[src/rtl/pssl_pkg.sv]
// constants, field layout and state types of the pm serial status link
package pssl_pkg;
  // timing: one microsecond tick from the 100 mhz system clock
  localparam int CLK_MHZ = 100;
  localparam int TICK_US = 1;
  localparam int TICK_CYC = CLK_MHZ * TICK_US;
  // interval lengths in microsecond ticks, per frequency code
  localparam logic [9:0] IVL_CODE1_US = 10'h001;
  localparam logic [9:0] IVL_CODE2_US = 10'h005;
  localparam logic [9:0] IVL_CODE3_US = 10'h00a;
  // packet framing on the serial line, in system clocks
  localparam logic [2:0] START_CYC = 3'h2;
  localparam logic [2:0] DATA_BITS_M1 = 3'h7;
  localparam logic [2:0] END_CYC = 3'h1;
  // register window in the control space, full addresses of its words
  localparam logic [23:0] WIN_BASE = 24'h008500;
  localparam logic [23:0] WIN_SIZE = 24'h000a00;
  localparam logic [23:0] OFS_SMI = 24'h008500;
  localparam logic [23:0] OFS_CTRL = 24'h008504;
  localparam logic [23:0] OFS_CSTP = 24'h008508;
  localparam logic [23:0] OFS_PKT = 24'h00850c;
  // internal-register addresses reached by the dedicated instructions
  localparam logic [31:0] IREG_BASE_ADDR = 32'h0fffff6c;
  localparam logic [31:0] IREG_MASK_ADDR = 32'hffffff7c;
  // smi status bits
  localparam int SMI_PIN_BIT = 0;
  localparam int SMI_IO_BIT = 1;
  localparam int SMI_MEM_BIT = 2;
  // serial packet control bits
  localparam int VID_EN_BIT = 0;
  localparam int CPU_EN_BIT = 1;
  localparam int CPU_RD_BIT = 2;
  localparam int FREQ_LO_BIT = 3;
  localparam int FREQ_HI_BIT = 4;
  localparam int XTEST_BIT = 5;
  localparam int CSTP_BIT = 0;
  // packet bit positions
  localparam int PKT_VID_BIT = 0;
  localparam int PKT_RANGE_BIT = 1;
  localparam int PKT_CPU_BIT = 2;
  // reset values and sizes
  localparam logic [7:0] RST_BYTE = 8'h00;
  localparam logic [31:0] RST_WORD = 32'h00000000;
  localparam int PKT_W = 8;
  localparam int FIFO_DEPTH = 16;

  typedef enum logic [1:0] {
    TX_IDLE = 2'b00,
    TX_START = 2'b01,
    TX_DATA = 2'b10,
    TX_END = 2'b11
  } pssl_tx_type;

  typedef struct packed {
    logic [2:0] smi;
    logic [4:0] ctrl;
    logic cstp;
    logic [7:0] pkt;
    logic [31:0] base;
    logic [31:0] mask;
    logic [6:0] div;
    logic [9:0] ivl;
    logic send;
    pssl_tx_type tx;
    logic [2:0] cnt;
    logic [7:0] sh;
    logic sout;
    logic [31:0] crd;
    logic crv;
    logic [31:0] ird;
    logic irv;
  } pssl_state_type;
endpackage : pssl_pkg

[src/rtl/pssl_fifo_if.sv]
// valid/ready carrier between the packet register and the serialiser
`timescale 1ns/1ns
interface pssl_fifo_if #(parameter int W = 8);
  logic push_valid;
  logic push_ready;
  logic [W-1:0] push_data;
  logic pop_valid;
  logic pop_ready;
  logic [W-1:0] pop_data;
  modport buf_side (input push_valid, input push_data, input pop_ready,
                    output push_ready, output pop_valid, output pop_data);
  modport user_side (output push_valid, output push_data, output pop_ready,
                     input push_ready, input pop_valid, input pop_data);
endinterface : pssl_fifo_if

[src/rtl/pssl_fifo.sv]
// packet queue between packet capture and the serial transmitter
`timescale 1ns/1ns
module pssl_fifo #(
  parameter int W = 8,
  parameter int DEPTH = 16
) (
  input logic clk_sys,
  input logic rst,
  pssl_fifo_if.buf_side q
);
  localparam int AW = $clog2(DEPTH);

  typedef struct packed {
    logic [DEPTH-1:0][W-1:0] mem;
    logic [AW-1:0] wp;
    logic [AW-1:0] rp;
    logic [AW:0] cnt;
  } pssl_fifo_state_type;

  pssl_fifo_state_type s_r;
  pssl_fifo_state_type s_nxt;
  logic do_push;
  logic do_pop;

  // flags straight from the occupancy count, so full and empty never lie
  assign q.push_ready = (s_r.cnt != (AW+1)'(DEPTH));
  assign q.pop_valid = (s_r.cnt != '0);
  assign q.pop_data = s_r.mem[s_r.rp];
  assign do_push = q.push_valid && q.push_ready;
  assign do_pop = q.pop_valid && q.pop_ready;

  // pointers wrap naturally since depth is a power of two
  always_comb begin
    s_nxt = s_r;
    if (do_push) begin
      s_nxt.mem[s_r.wp] = q.push_data;
      s_nxt.wp = s_r.wp + AW'(1);
    end
    if (do_pop) begin
      s_nxt.rp = s_r.rp + AW'(1);
    end
    s_nxt.cnt = s_r.cnt + (AW+1)'(do_push) - (AW+1)'(do_pop);
  end

  always_ff @(posedge clk_sys) begin
    if (rst) begin
      s_r <= '0;
    end else begin
      s_r <= s_nxt;
    end
  end
endmodule : pssl_fifo

[src/rtl/pssl_status_link.sv]
// power management status registers and single-wire event packet transmitter
// Functional notes
// - the event packet register is sent on the status serial output
// - line stays low between packets until the interval counter expires or a test write requests a packet
// - two-clock high start marker when a packet requested at interval expiry or by a test write is sent
// - eight packet bits follow, bit 7 first down to bit 0
// - one-clock high end marker, then line low until the next queued packet starts
// - packet register cleared when its packet is handed to transmission
// - register window spans a00h locations from offset 8500h
// - only four words defined; the rest of the window aliases onto them
// - base and mask reachable only through the internal-register port
// - valid memory address matching base under a nonzero mask sets packet bit 1
// - mask register selects which address bits the range compare uses
// - control register picks the interval and the event enables
// - clock-stop register bit arms the deep low-voltage suspend
// - smi status register reports sticky smm status bits
// - events accumulate into the 8-bit packet between transmissions
`timescale 1ns/1ns
module pssl_status_link
  import pssl_pkg::*;
(
  input logic clk_sys,
  input logic rst,
  input logic [23:0] ctl_addr,
  input logic ctl_wr,
  input logic ctl_rd,
  input logic [31:0] ctl_wdata,
  output logic [31:0] ctl_rdata,
  output logic ctl_rvalid,
  input logic [31:0] ireg_addr,
  input logic ireg_wr,
  input logic ireg_rd,
  input logic [31:0] ireg_wdata,
  output logic [31:0] ireg_rdata,
  output logic ireg_rvalid,
  input logic ev_video,
  input logic ev_cpu_rd_miss,
  input logic ev_cpu_wr_miss,
  input logic mem_valid,
  input logic [31:0] mem_addr,
  input logic smi_pin_ev,
  input logic smi_io_ev,
  input logic smi_mem_ev,
  output logic status_serial_out,
  output logic susp_3v_arm
);
  // block state apart from the packet queue in one packed struct, registered once
  pssl_state_type s_r;
  pssl_state_type s_nxt;
  pssl_fifo_if #(.W(PKT_W)) fq ();

  logic tick;
  logic expire;
  logic [9:0] lim;
  logic [1:0] freq;
  logic in_win;
  logic range_hit;
  logic [7:0] ev;
  logic [7:0] pkt_base;
  logic push;
  logic pop;
  logic xtest;

  pssl_fifo #(.W(PKT_W), .DEPTH(FIFO_DEPTH)) u_fifo (
    .clk_sys(clk_sys),
    .rst(rst),
    .q(fq.buf_side)
  );

  // queue handshakes; serialiser pulls only when the line is idle
  assign fq.push_valid = s_r.send;
  assign fq.push_data = s_r.pkt;
  assign fq.pop_ready = (s_r.tx == TX_IDLE);
  assign push = fq.push_valid && fq.push_ready;
  assign pop = fq.pop_valid && fq.pop_ready;

  // outputs come straight from the state flops
  assign status_serial_out = s_r.sout;
  assign susp_3v_arm = s_r.cstp;
  assign ctl_rdata = s_r.crd;
  assign ctl_rvalid = s_r.crv;
  assign ireg_rdata = s_r.ird;
  assign ireg_rvalid = s_r.irv;

  // decode helpers
  assign freq = s_r.ctrl[FREQ_HI_BIT:FREQ_LO_BIT];
  assign in_win = (ctl_addr >= WIN_BASE) && (ctl_addr < WIN_BASE + WIN_SIZE);
  assign range_hit = mem_valid && (s_r.mask != RST_WORD) &&
                     (((mem_addr ^ s_r.base) & s_r.mask) == RST_WORD);
  assign tick = (s_r.div == 7'(TICK_CYC - 1));
  assign xtest = ctl_wr && in_win && (ctl_addr[3:2] == OFS_CTRL[3:2]) && ctl_wdata[XTEST_BIT];

  // interval length per frequency code; code zero leaves the timer off
  always_comb begin
    unique case (freq)
      2'h1: lim = IVL_CODE1_US;
      2'h2: lim = IVL_CODE2_US;
      2'h3: lim = IVL_CODE3_US;
      2'h0: lim = IVL_CODE3_US;
    endcase
  end
  // a shorter code written mid-count expires at the next tick instead of wrapping round
  assign expire = tick && (freq != 2'h0) && (s_r.ivl >= lim - 10'h001);

  // enabled cpu and video events plus the range hit
  always_comb begin
    ev = RST_BYTE;
    ev[PKT_VID_BIT] = s_r.ctrl[VID_EN_BIT] && ev_video;
    ev[PKT_CPU_BIT] = s_r.ctrl[CPU_EN_BIT] && (ev_cpu_wr_miss || (s_r.ctrl[CPU_RD_BIT] && ev_cpu_rd_miss));
    ev[PKT_RANGE_BIT] = range_hit;
  end

  // next state of the whole block
  always_comb begin
    s_nxt = s_r;
    s_nxt.crv = 1'b0;
    s_nxt.irv = 1'b0;
    pkt_base = s_r.pkt;
    // microsecond divider and interval counter
    s_nxt.div = tick ? 7'h00 : s_r.div + 7'h01;
    if (freq == 2'h0) begin
      s_nxt.ivl = 10'h000;
    end else if (tick) begin
      s_nxt.ivl = expire ? 10'h000 : s_r.ivl + 10'h001;
    end
    // an empty packet at expiry is not sent; a test write always is
    if (push) begin
      s_nxt.send = 1'b0;
      pkt_base = RST_BYTE;
    end
    if ((expire && (s_r.pkt != RST_BYTE)) || xtest) begin
      s_nxt.send = 1'b1;
    end
    // register writes; only bits [3:2] decode, so the window aliases
    if (ctl_wr && in_win) begin
      unique case (ctl_addr[3:2])
        OFS_SMI[3:2]: s_nxt.smi = s_r.smi & ~ctl_wdata[2:0];
        OFS_CTRL[3:2]: s_nxt.ctrl = ctl_wdata[4:0];
        OFS_CSTP[3:2]: s_nxt.cstp = ctl_wdata[CSTP_BIT];
        OFS_PKT[3:2]: pkt_base = ctl_wdata[7:0];
      endcase
    end
    // events always land, even in the clearing cycle
    s_nxt.pkt = pkt_base | ev;
    s_nxt.smi[SMI_PIN_BIT] = s_nxt.smi[SMI_PIN_BIT] | smi_pin_ev;
    s_nxt.smi[SMI_IO_BIT] = s_nxt.smi[SMI_IO_BIT] | smi_io_ev;
    s_nxt.smi[SMI_MEM_BIT] = s_nxt.smi[SMI_MEM_BIT] | smi_mem_ev;
    // register reads, answered one clock later; test bit reads zero
    if (ctl_rd && in_win) begin
      s_nxt.crv = 1'b1;
      unique case (ctl_addr[3:2])
        OFS_SMI[3:2]: s_nxt.crd = {29'h0, s_r.smi};
        OFS_CTRL[3:2]: s_nxt.crd = {27'h0, s_r.ctrl};
        OFS_CSTP[3:2]: s_nxt.crd = {31'h0, s_r.cstp};
        OFS_PKT[3:2]: s_nxt.crd = {24'h0, s_r.pkt};
      endcase
    end
    // base and mask live only behind the internal-register port
    if (ireg_wr) begin
      if (ireg_addr == IREG_BASE_ADDR) begin
        s_nxt.base = ireg_wdata;
      end
      if (ireg_addr == IREG_MASK_ADDR) begin
        s_nxt.mask = ireg_wdata;
      end
    end
    // unknown internal addresses read as zero
    if (ireg_rd) begin
      s_nxt.irv = 1'b1;
      s_nxt.ird = (ireg_addr == IREG_BASE_ADDR) ? s_r.base :
                  (ireg_addr == IREG_MASK_ADDR) ? s_r.mask : RST_WORD;
    end
    // serialiser: sout is the level on the line during the current state
    unique case (s_r.tx)
      TX_IDLE: begin
        s_nxt.sout = 1'b0;
        if (pop) begin
          s_nxt.tx = TX_START;
          s_nxt.sh = fq.pop_data;
          s_nxt.cnt = 3'h0;
          s_nxt.sout = 1'b1;
        end
      end
      TX_START: begin
        // line stays high for the whole start marker
        if (s_r.cnt == START_CYC - 3'h1) begin
          s_nxt.tx = TX_DATA;
          s_nxt.cnt = 3'h0;
          s_nxt.sout = s_r.sh[7];
        end else begin
          s_nxt.cnt = s_r.cnt + 3'h1;
          s_nxt.sout = 1'b1;
        end
      end
      TX_DATA: begin
        if (s_r.cnt == DATA_BITS_M1) begin
          s_nxt.tx = TX_END;
          s_nxt.cnt = 3'h0;
          s_nxt.sout = 1'b1;
        end else begin
          s_nxt.sh = {s_r.sh[6:0], 1'b0};
          s_nxt.sout = s_r.sh[6];
          s_nxt.cnt = s_r.cnt + 3'h1;
        end
      end
      TX_END: begin
        // one end clock, then at least one idle low before the next start
        if (s_r.cnt == END_CYC - 3'h1) begin
          s_nxt.tx = TX_IDLE;
          s_nxt.sout = 1'b0;
        end else begin
          s_nxt.cnt = s_r.cnt + 3'h1;
        end
      end
    endcase
  end

  always_ff @(posedge clk_sys) begin
    if (rst) begin
      s_r <= '0;
    end else begin
      s_r <= s_nxt;
    end
  end
endmodule : pssl_status_link

[config.mk]
export PLATFORM = sky130hd
export DESIGN_NAME = pssl_status_link
export DESIGN_NICKNAME = d
export VERILOG_FILES = /design/src/rtl/pssl_pkg.sv /design/src/rtl/pssl_fifo_if.sv /design/src/rtl/pssl_fifo.sv /design/src/rtl/pssl_status_link.sv
export SDC_FILE = /design/constraint.sdc
export NUM_CORES = 1
export LEC_CHECK = 0
export BUFFER_PORTS_ARGS = -buffer_cell sky130_fd_sc_hd__buf_2
export CAP_MARGIN = 20
export CORE_MARGIN = 8
export CORE_UTILIZATION = 40
export CTS_CLUSTER_SIZE = 30
export DETAILED_ROUTE_END_ITERATION = 10
export REMOVE_ABC_BUFFERS = 1
export SYNTH_ARGS = -nofsm -noshare
export SYNTH_HDL_FRONTEND = slang
export SYNTH_SLANG_ARGS = --single-unit
[constraint.sdc]
create_clock -name clk_sys -period 2.4 [get_ports clk_sys]
set_clock_uncertainty 0.05 [all_clocks]
set_input_delay 0.72 -clock clk_sys [delete_from_list [all_inputs] [get_ports clk_sys]]
set_output_delay 0.72 -clock clk_sys [all_outputs]
set_load 0.01 [all_outputs]
# Yosys cells after proc, flatten, opt, wreduce, memory -nomap -nowiden
# Index checks and enable logic that the tools add are counted.
# W data, S select, Z words.
[classes]
add_sub_neg = 8
order_cmp = 6
n_eq_ne = 21
n_mux = 35
n_bitwise = 8
n_reduce_logical = 39
[op_table]
columns = ["operator", "count"]
rows = [
  ["$bwmux W128", 1],
  ["$pmux W32 S4", 1],
  ["$mux W32", 2],
  ["$mux W8", 6],
  ["$and A32 B32 Y32", 1],
  ["$bmux W8 S4", 1],
  ["$demux W8 S4", 1],
  ["$eq A32 B28 Y1 const B", 1],
  ["$eq A32 B32 Y1 const B", 1],
  ["$logic_not A32 Y1", 1],
  ["$reduce_bool A32 Y1", 1],
  ["$xor A32 B32 Y32", 1],
  ["$pmux W10 S3", 1],
  ["$ge A24 B16 Y1 const B", 1],
  ["$lt A24 B16 Y1 const B", 1],
  ["$pmux W5 S4", 1],
  ["$logic_and A1 B1 Y1", 16],
  ["$pmux W8 S2", 1],
  ["$mux W14", 1],
  ["$eq A2 B2 Y1 const B", 6],
  ["$mux W3", 4],
  ["$ne A2 B2 Y1 const B", 6],
  ["$add A10 B1 Y10 const B", 1],
  ["$ge A10 B10 Y1", 1],
  ["other kinds (33)", 59],
]
[totals]
reg_bits = 320
in_bits = 165
output_inout_bits = 68
wordCells = 153

# Logic depth before layout (Yosys ltp)
# Gate-level depths: netlist of the first run.
[logic_depth]
ltp_word = 9
ltp_mapped = 15
ltp_nobuf = 14

# By module
# A second synthesis of the first run with hierarchy kept.
[hier_totals]
cells_unflattened = 1472
area_unflattened_um2 = 14311.2
[modules_own_cells]
columns = ["mod", "n_inst", "cells_per_inst", "area_each_um2", "seq_area_each_um2"]
rows = [
  ["pssl_status_link", 1, 882, 7876.3, 3103.0],
  ["pssl_fifo", 1, 590, 6434.9, 2822.7],
]

# Least setup slack after synthesis of the first run
# OpenSTA, ideal clock, no wires.
[synth_path]
path_type = "reg-to-reg"
start = "register u_fifo.s_r[3] in the netlist's numbering"
end = "register u_fifo.s_r[4] in the netlist's numbering"
setup_ns = 0.070
t_arrival_ns = 2.485
t_required_ns = 2.280
path_slack_ns = -0.206
path_stages_with_launch = 16
path_buffers = 1
period_less_slack_ns = 2.606
path_cell_list = "dfxtp_1 -> inv_1 -> ha_1 -> nor4b_2 -> nor2b_1 -> clkbuf_1 -> ha_1 -> inv_1 -> ha_1 -> inv_1 -> fa_1 -> inv_1 -> a21oi_1 -> nor2_1 -> or3_1 -> a21oi_1"
[synth_via]
elab_cells_between_ends = 6
classes_between = "2 x add/sub; 1 x eq/ne; 3 x reduce/logical"
[synth_lines]
columns = ["item", "line_no", "source"]
rows = [
  ["start: declaration", "pssl_fifo.sv:20", "pssl_fifo_state_type s_r;"],
  ["start signal: assignment", "pssl_fifo.sv:49", "s_r <= s_nxt;"],
  ["$reduce_bool A5 Y1", "pssl_fifo.sv:27", "assign q.pop_valid = (s_r.cnt != '0);"],
  ["$logic_and A1 B1 Y1", "n/a", ""],
  ["named net pop", "pssl_status_link.sv:61", "logic pop;"],
  ["$sub A5 B1 Y5", "pssl_fifo.sv:42", "s_nxt.cnt = s_r.cnt + (AW+1)'(do_push) - (AW+1)'(do_pop);"],
]
# The timed path passes the listed nets, and every way through them passes these cells.
# A chain may end at the register's enable or synchronous reset.

# Worst setup path after layout of the first run
[layout_path]
start = "register u_fifo.s_r[2] in the netlist's numbering"
end = "register u_fifo.s_r[4] in the netlist's numbering"
[layout_via]
elab_chain_cells = 4
elab_cells_between_ends = 6
classes_between = "2 x add/sub; 1 x eq/ne; 3 x reduce/logical"
[layout_lines]
columns = ["item", "line_no", "source"]
rows = [
  ["$ne A5 B5 Y1", "pssl_fifo.sv:26", "assign q.push_ready = (s_r.cnt != (AW+1)'(DEPTH));"],
  ["$logic_and A1 B1 Y1", "pssl_fifo.sv:29", "assign do_push = q.push_valid && q.push_ready;"],
  ["$add A5 B1 Y5", "pssl_fifo.sv:42", ""],
  ["$sub A5 B1 Y5 (*)", "pssl_fifo.sv:42", ""],
]
# Every way passes the cells marked *; elsewhere a longest branch is shown, timed or not.

==> results.yml, run 1 <==
clock_network:
  clockBufferDepth: 3
  clkLatencyLatePin_ns: 0.49
  htree_levels: 2
  clockRootBuffer: "clkbuf_16"
  cts_tree: "yes"
  numCtsBuffers: 34
  clock-sinks: 296
  clk_pin_slew_worst_paths_ns: 0.06
sta:
  hold_violations: 0
  worst_pin_slew_ns: 0.7896
  max-slew-margin-rel_pct: 47.29
  period_share_pct: 99.52
  fmax_mhz: 418.7
  setup_tns_ns: 0
  fin_crit_ns: 2.389
  setup_viol: 0
  fin_ws_ns: 0.01141
  rsz0062_at_grt: "true"
  drv_slew: 0
yosys:
  synthCells: 1466
  synthFlopType: "dfxtp_1"
  synth_most_common_cell: "dfxtp_1"
  syn_area_per_cell_um2: 9.699
  yosysUniqueCellTypes: 65
  yosysWarnings: 0
  synth_top_area_share_pct: 41.68
  synth_top_cells_by_count: "dfxtp_1 (296), nor2_1 (263), mux2i_1 (224)"
  ys_top_cells_by_area: "dfxtp_1 (42%), mux2i_1 (16%), nor2_1 (6.9%), buf_4 (3.4%), mux4_2 (3.3%)"
  ys_ff_latch: 296
  ys_async_sr_fraction_pct: 0
  yosysTopAreaCell: "dfxtp_1"
  yosysSeqAreaShare_pct: 41.68
  mappedNetlistArea_um2: 14220
  synth-edff-count: 0
grt:
  track_usage_pct: 17.24
  grt_pass1_vias: 11150
  overflow: 0
  antenna_found_initial: 7
  grt_max_degree: 49
  grt_pass1_wl_mm: 59.43
pwr:
  powerDensity_nw_per_um2: 741.2
  peakVddDrop_mv: 0.4932
  power.leakage_nw: 8.130
  finalPower_mw: 12.45
final_layout:
  layout-drive-gt1-share_pct: 23.24
  nets: 1826
  syn2layout_area_growth_pct: 18.11
  design_area_um2: 16790
  fillers: 3366
  ff_latch_area_um2: 5929
  final_util_pct: 47.56
  multi_input_area_um2: 7421
floorplanning:
  dieArea_um2: 41840
  die_h_um: 204.5
  rows: 69
  floorplan.initialDensity_pct: 40.27
  die_w_um: 204.5
  num_io_pins: 233
  core_area_um2: 35310
min_path:
  hold_path.class: "reg2reg"
detailed_routing:
  ant_nets: 0
  drc: 0
  wl_per_cell_um: 17.52
  drt-total-wl_mm: 37.03
  drt_iter0_drc: 506
  firstDrtPassIters: 6
  via_per_inst: 5.132
  dr_total_vias: 10850
critical_path:
  critPathKind: "reg2reg"
  worstSetupEndpointType: "flip-flop"
  critical_path_arrival_ns: 2.77
  startpoint_type: "flip-flop"
  crit_required_ns: 2.78
  crit_fanout: 2
status:
  status: "complete, no violations"
placement:
  place_congestion: 0.8157
  post-place-ws_ns: -0.1038
  io_buffers: 178
  placed_area_um2: 15450
  dp_hpwl_mm: 26.28
run:
  drv_cap: 0
cell usage in the layout, fill, tap and decap left out, types with 4 or more instances in the layout:
| cell type | instances |
|---|---|
| dfxtp_1 | 293 |
| xnor2_1 | 10 |
| nor4_1 | 14 |
| nand4_1 | 21 |
| mux4_1 | 5 |
| ha_1 | 23 |
| nor2_1 | 262 |
| a221oi_1 | 22 |
| nand3_1 | 21 |
| ha_4 | 4 |
| conb_1 | 25 |
| and2_1 | 4 |
| nand3_2 | 12 |
| clkbuf_8 | 9 |
| mux4_2 | 21 |
| inv_1 | 29 |
| buf_4 | 83 |
| o22ai_1 | 7 |
| mux2i_1 | 224 |
| and3_1 | 7 |
| clkbuf_16 | 37 |
| nand2b_1 | 6 |
| a311oi_1 | 4 |
| nand2_1 | 41 |
| nor2b_1 | 46 |
| o21a_1 | 7 |
| a21oi_1 | 51 |
| xor2_1 | 44 |
| buf_12 | 5 |
| a31oi_1 | 11 |
| o21ai_0 | 7 |
| buf_2 | 177 |
| a22o_1 | 39 |
| inv_2 | 5 |
| a211oi_1 | 10 |
| clkbuf_1 | 7 |
| nor4b_1 | 4 |
layout make-up:
class                      instances  area share [%]
clock inverter                     4          0.2831
inverter                          35          0.7823
multi-input combinational        999           44.19
clock buffer                      52           6.325
timing repair buffer             266           9.663
antenna                            1         0.01490
sequential                       296           35.31
tap                              461           3.435
worst max-delay path: stages, from the launching register on:
cell     delay, ns
dfxtp_2       0.32
inv_2         0.08
ha_4          0.14
nor4b_4       0.22
nor2b_2       0.08
ha_1          0.27
inv_1         0.04
ha_2          0.17
inv_2         0.05
fa_2          0.19
inv_2         0.04
a21oi_2       0.12
nor2_1        0.06
or3_4         0.36
a21oi_2       0.13
logic make-up (layout without fill, tap and decap cells):
family	count (synthesis)	count (layout)	share of synthesized area, %
AND/OR/NAND/NOR	463	463	16.00
AO/OA/AOI/OAI	178	178	8.879
XOR/XNOR	54	54	3.326
adder cells (fa/ha/maj)	29	29	2.605
flip-flops	296	296	41.68
buffers and inverters	194	357	7.445
multiplexers	250	250	20.02
other	2	26	0.05282
path summary, 6_finish.rpt:
path / from / end / slack [ns] / cells after the start
max: u_fifo.s_r[2] / u_fifo.s_r[4] / 0.01 / 14
min: s_r[91] / s_r[91] / 0.40 / 1
max reg2reg: u_fifo.s_r[2] / u_fifo.s_r[4] / 0.01 / 14
min reg2reg: s_r[91] / s_r[91] / 0.40 / 1
what timing repair did:
action | 4_1_cts | 5_1_grt
endpoints found under the setup margin | 1 | 8
hold buffers | 0 | 0
buffers inserted | 18 | 1
pin swaps | 7 | 8
gates resized for setup | 13 | 9
endpoints found under the hold margin | 0 | 0
sequential cells by signal, summed over array words and instances, names as in the netlist:
register	flops
freq	2
fq.push_data	8
fq.push_valid	1
status_serial_out	1
susp_3v_arm	1
ctl_rvalid	1
ireg_rvalid	1
u_fifo.s_r	141
ireg_rdata	32
ctl_rdata	8
s_r	100
per-layer routing:
| metal | vias up | global-route usage (%) | share of wire [%] |
|---|---|---|---|
| li1 | 5375 | - | - |
| met1 | 5168 | 21.70 | 45 |
| met2 | 244 | 29.60 | 48 |
| met3 | 50 | 4.111 | 5.2 |
| met4 | 12 | 3.651 | 1.6 |
| met5 | - | 0 | 0.21 |
stage by stage:
step / cells / hold WS (ns)
6_report: 2114 / 0.4038
2_1_floorplan: 1330 / 0.3632
4_1_cts: 2113 / 0.3899
5_1_grt: 2113 / 0.3924
3_5_place_dp: 2039 / 0.3852
3_3_place_gp: 2039 / 0.3778
power by group:
part	switching, mW	leakage [nW]	internal (mW)
clock	1.98	0.544	3.14
combinational	1.12	5.20	1.10
sequential	0.0907	2.39	5.01
(Power assumes the default switching activity.)
==> run 2: changes to the inputs <==
Clock period 2.4 ns to 3.1 ns, I/O delays scaled along.
==> run 2 against run 1 <==
  * Critical endpoint unchanged
  * Flip-flop and latch count unchanged
  * Power is 24% lower
  * Worst setup slack improved by 0.46 ns
  * Maximum frequency decreased by 9.1%
  * Via count shrank 0.77%
  * Non-clock buffer count shrank 56
  * Sequential share of layout area up 1.1 points
  * Critical path type unchanged
  * Count of clock-buffer cells in the layout is 15 lower
  * Die area stayed put
  * Critical path depth unchanged
==> results.yml, run 2 (synthesized netlist as in run 1, its figures left out) <==
status:
  status: "complete, no violations"
clock_network:
  cts_tree: "yes"
  clkLatencyLatePin_ns: 0.55
  cts_hold_buf: 0
  clock-sinks: 296
  clockRootBuffer: "clkbuf_16"
  htree_levels: 1
  clk_pin_slew_worst_paths_ns: 0.06
  postCtsSetupBuffers: 0
  clockBufferDepth: 3
  numCtsBuffers: 31
  cts_resized: 0
critical_path:
  crit_fanout: 9
  slowest_stage: "or3_1"
  crit_top_cell: "inv_1"
  worst-r2r-cell-count: 14
  crit_required_ns: 3.54
  cpPeakStageDelay_ns: 0.34
  cp_cell_sequence: "inv_1, ha_1, nor3b_1, nand2_1, nand2_2, inv_2, ha_1, inv_1, fa_1, inv_1, a21oi_1, nor2_1, or3_1, a21oi_1"
  critical_path_arrival_ns: 3.07
  startpoint_type: "flip-flop"
  critPathKind: "reg2reg"
  worstSetupEndpointType: "flip-flop"
detailed_routing:
  drt_iter0_drc: 581
  ant_nets: 0
  wl_per_cell_um: 17.80
  drc: 0
  via_per_inst: 5.223
  drt-total-wl_mm: 36.68
  dr_total_vias: 10770
  firstDrtPassIters: 5
final_layout:
  design_area_um2: 16280
  fin_cells: 2061
  largest_register_ffs: 141
  mostFrequentLayoutCells: "dfxtp_1 (295), nor2_1 (262), mux2i_1 (224), buf_2 (177), a21oi_1 (53)"
  layout-drive-gt1-share_pct: 19.72
  top_register: "u_fifo.s_r"
  layout_commonest_cell: "dfxtp_1"
  nets: 1767
  syn2layout_area_growth_pct: 14.53
  final_util_pct: 46.12
pwr:
  switching_share_pct: 26.02
  powerDensity_nw_per_um2: 577.9
  power.leakage_nw: 7.848
  p_comb_share_pct: 14.6
  peakVddDrop_mv: 0.4791
  finalPower_mw: 9.411
  pwr-share-clk_pct: 43.3
  p_seq_share_pct: 42.1
  p_sw_mw: 2.449
  p_int_mw: 6.962
grt:
  overflow: 0
  grt_pass1_wl_mm: 58.46
  grt_pass1_vias: 10770
  grt_max_degree: 68
  antenna_found_initial: 6
  track_usage_pct: 17.04
sta:
  period_share_pct: 84.75
  hold_ws_ns: 0.3989
  max-slew-margin-rel_pct: 45.13
  rsz0062_at_grt: "false"
  setup_tns_ns: 0
  worst_pin_slew_ns: 0.8219
  drv_slew: 0
  fin_ws_ns: 0.4727
  fin_crit_ns: 2.627
  hold_violations: 0
  fmax_mhz: 380.6
  setup_viol: 0
min_path:
  hold_path.class: "reg2reg"
  whs_path_depth: 2
floorplanning:
  rows: 69
  die_h_um: 204.5
  dieArea_um2: 41840
  num_io_pins: 233
  core_area_um2: 35310
  floorplan.initialDensity_pct: 40.27
  die_w_um: 204.5
placement:
  placed_area_um2: 15150
  io_buffers: 178
  place_congestion: 0.8191
  dp_cells: 2001
  post-place-ws_ns: 0.3717
  dp_hpwl_mm: 25.88
run:
  drv_cap: 0
## run 2: changes by cell type in the layout (fill, tap and decap cells not counted), sizes merged
| cell | change |
|---|---|
| clkbuf | -15 |
| diode | +2 |
| buf | -56 |
| clkinvlp | +3 |
| clkinv | +7 |
| bufinv | +6 |
## run 2: final cells by class
| type | count | area (um2) |
|---|---|---|
| sequential | 296 | 5927 |
| multi-input combinational | 999 | 7323 |
| antenna | 3 | 7.507 |
| fill | 3397 | 19030 |
| clock buffer | 37 | 828.3 |
| clock inverter | 20 | 300.3 |
| tap | 461 | 576.8 |
| inverter | 35 | 131.4 |
| timing repair buffer | 210 | 1190 |
## run 2: power groups by stage
stage / Clock, mW / Sequential (mW) / Combinational [mW]
floorplan: 0 / 4.10 / 0.786
global placement: 0 / 4.04 / 1.33
detailed placement: 0 / 4.05 / 1.37
CTS: 4.16 / 3.96 / 1.38
global route: 4.34 / 3.97 / 1.52
finish: 4.08 / 3.96 / 1.37
## run 2: routing by layer
layer  track usage [%]  vias up  part of all wire [%]
li1                  -     5274                     -
met1             22.09     5175                    45
met2             28.37      256                    47
met3             4.269       52                   6.1
met4             3.523        8                   1.7
met5                 0        -                  0.13
## run 2: final timing paths
path,start,end,slack [ns]
setup / recovery,u_fifo.s_r[2],u_fifo.s_r[4],0.47
hold / removal,ctl_rdata[2],ctl_rdata[2],0.40
setup reg to reg,u_fifo.s_r[2],u_fifo.s_r[4],0.47
hold reg to reg,ctl_rdata[2],ctl_rdata[2],0.40
## run 2: critical path, delay by kind of cell (launching register included)
family	cells	cell delay, ns
AOI/OAI and AO/OA	2	0.27
adders and majority gates	3	0.61
and+or+nand+nor	5	0.93
buffers and inverters	4	0.35
DFF	1	0.32
==> run 3: changes to the inputs <==
Clock period 3.1 ns to 2.71 ns, I/O delays scaled along.
==> run 3 against run 2 <==
  * Maximum frequency up 6.1%
  * Utilization is 0.14 points lower
  * Count of clock-buffer cells in the layout rose by 6
  * Non-clock buffer count up 5
  * Via count is 0.49% lower
  * Sequential power rose by 14%
==> results.yml, run 3 (synthesized netlist as in run 1, its figures left out) <==
pwr:
  pwr-share-clk_pct: 40.7
  peakVddDrop_mv: 0.6440
  finalPower_mw: 10.31
  p_comb_share_pct: 15.5
  powerDensity_nw_per_um2: 635.1
  p_seq_share_pct: 43.7
  p_sw_mw: 2.737
  p_int_mw: 7.572
  power.leakage_nw: 7.844
  switching_share_pct: 26.55
grt:
  grt_util_met3_pct: 3.811
  met1_usage_pct: 22.27
  antenna_found_initial: 6
  overflow: 0
  track_usage_pct: 16.79
  grt_util_met2_pct: 27.60
  busiest_layer: "met2"
  grt_pass1_wl_mm: 57.71
  grt_max_degree: 50
  grt_pass1_vias: 10760
detailed_routing:
  drc: 0
  wl_per_cell_um: 17.58
  dr_total_vias: 10710
  ant_nets: 0
  firstDrtPassIters: 5
  drt-total-wl_mm: 36.29
  via_per_inst: 5.190
  drt_iter0_drc: 688
sta:
  fmax_mhz: 403.8
  drv_slew: 0
  period_share_pct: 91.38
  worst_pin_slew_ns: 0.7694
  hold_violations: 0
  fin_ws_ns: 0.2336
  rsz0062_at_grt: "false"
  fin_crit_ns: 2.476
  hold_ws_ns: 0.3891
  max-slew-margin-rel_pct: 48.63
  setup_viol: 0
placement:
  placed_area_um2: 15210
  place_congestion: 0.8209
  post-place-ws_ns: 0.2031
  io_buffers: 178
  dp_hpwl_mm: 25.77
clock_network:
  postCtsSetupBuffers: 0
  clkLatencyLatePin_ns: 0.56
  clockBufferDepth: 3
  cts_hold_buf: 0
  htree_levels: 1
  cts_tree: "yes"
  clock-sinks: 296
  clk_pin_slew_worst_paths_ns: 0.06
  clockRootBuffer: "clkbuf_16"
  numCtsBuffers: 31
final_layout:
  nets: 1772
  ff_latch_area_um2: 5927
  layout_commonest_cell: "dfxtp_1"
  design_area_um2: 16230
  fillers: 3393
  final_util_pct: 45.98
  layout-drive-gt1-share_pct: 19.81
  largest_register_ffs: 141
  syn2layout_area_growth_pct: 14.18
  mostFrequentLayoutCells: "dfxtp_1 (295), nor2_1 (262), mux2i_1 (224), buf_2 (177), a21oi_1 (53)"
  multi_input_area_um2: 7342
  top_register: "u_fifo.s_r"
floorplanning:
  rows: 69
  dieArea_um2: 41840
  die_w_um: 204.5
  core_area_um2: 35310
  die_h_um: 204.5
  num_io_pins: 233
  floorplan.initialDensity_pct: 40.27
critical_path:
  crit-reg2reg-launch: "u_fifo.s_r[2]"
  worstSetupEndpointType: "flip-flop"
  crit_path_start: "u_fifo.s_r[2]"
  critPathKind: "reg2reg"
  startpoint_type: "flip-flop"
  crit_required_ns: 3.15
  crit_fanout: 2
  critical_path_arrival_ns: 2.92
run:
  drv_cap: 0
status:
  status: "complete, no violations"
min_path:
  min_from: "s_r[91]"
  hold_path.class: "reg2reg"
[run 3: changes by cell type in the layout (fill, tap and decap cells not counted), moves of 2 or more]
| cell | previous run | this run |
|---|---|---|
| buf_4 | 28 | 31 |
| clkinv_2 | 5 | 8 |
| buf_12 | 4 | 6 |
| bufinv_16 | 7 | 2 |
| clkbuf_1 | 3 | 6 |
| clkinvlp_4 | 4 | 1 |
| clkbuf_8 | 4 | 7 |
| clkinv_4 | 4 | 0 |
[run 3: timing repair]
| item | in CTS | in global routing |
|---|---|---|
| resized for setup | 0 | 4 |
| endpoints found under the setup margin | 0 | 1 |
| endpoints found under the hold margin | 0 | 0 |
[run 3: final timing paths]
check,end,slack (ns),cells past startpoint
worst max register to register,u_fifo.s_r[4],0.23,14
worst min register to register,s_r[91],0.39,1
worst min-delay path,s_r[91],0.39,1
worst max-delay path,u_fifo.s_r[4],0.23,14
[run 3: stage by stage]
step	instances	setup TNS, ns
floorplan	1330	-39.55
finish	2064	0
global route	2062	0
CTS	2061	0
detailed placement	2006	0
global placement	2006	0
[run 3: power by group through the flow]
| stage | clock [mW] | sequential, mW | combinational, mW |
|---|---|---|---|
| 2_1_floorplan | 0 | 4.70 | 0.899 |
| 3_3_place_gp | 0 | 4.59 | 1.56 |
| 3_5_place_dp | 0 | 4.60 | 1.58 |
| 4_1_cts | 4.30 | 4.50 | 1.59 |
| 5_1_grt | 4.48 | 4.52 | 1.78 |
| 6_report | 4.20 | 4.51 | 1.60 |
[run 3: final cells by class]
class                           count  area share [%]
Sequential cell                   296           36.51
Timing Repair Buffer              215           7.715
Tap cell                          461           3.553
Clock buffer                       43           5.426
Multi-Input combinational cell    999           45.23
Clock inverter                     12          0.7168
Antenna cell                        3         0.04624
Inverter                           35          0.8092
[run 3: layer usage]
layer  part of all wire, %  wire length, um  vias to the layer above
met3                   5.8             2094                       50
met5                  0.13               46                        -
li1                      -                -                     5268
met1                    46            16600                     5124
met4                   1.8              640                        8
met2                    47            16910                      262
[run 3: worst max-delay path: stages, from the launching register on]
cell and delay (ns):
dfxtp_1 0.32, inv_1 0.08, ha_1 0.17, nor4b_4 0.22, nor2b_1 0.10, ha_1 0.28, inv_1 0.04, ha_1 0.18
inv_1 0.07, fa_2 0.21, inv_1 0.04, a21oi_1 0.12, nor2_1 0.07, or3_1 0.34, a21oi_1 0.14
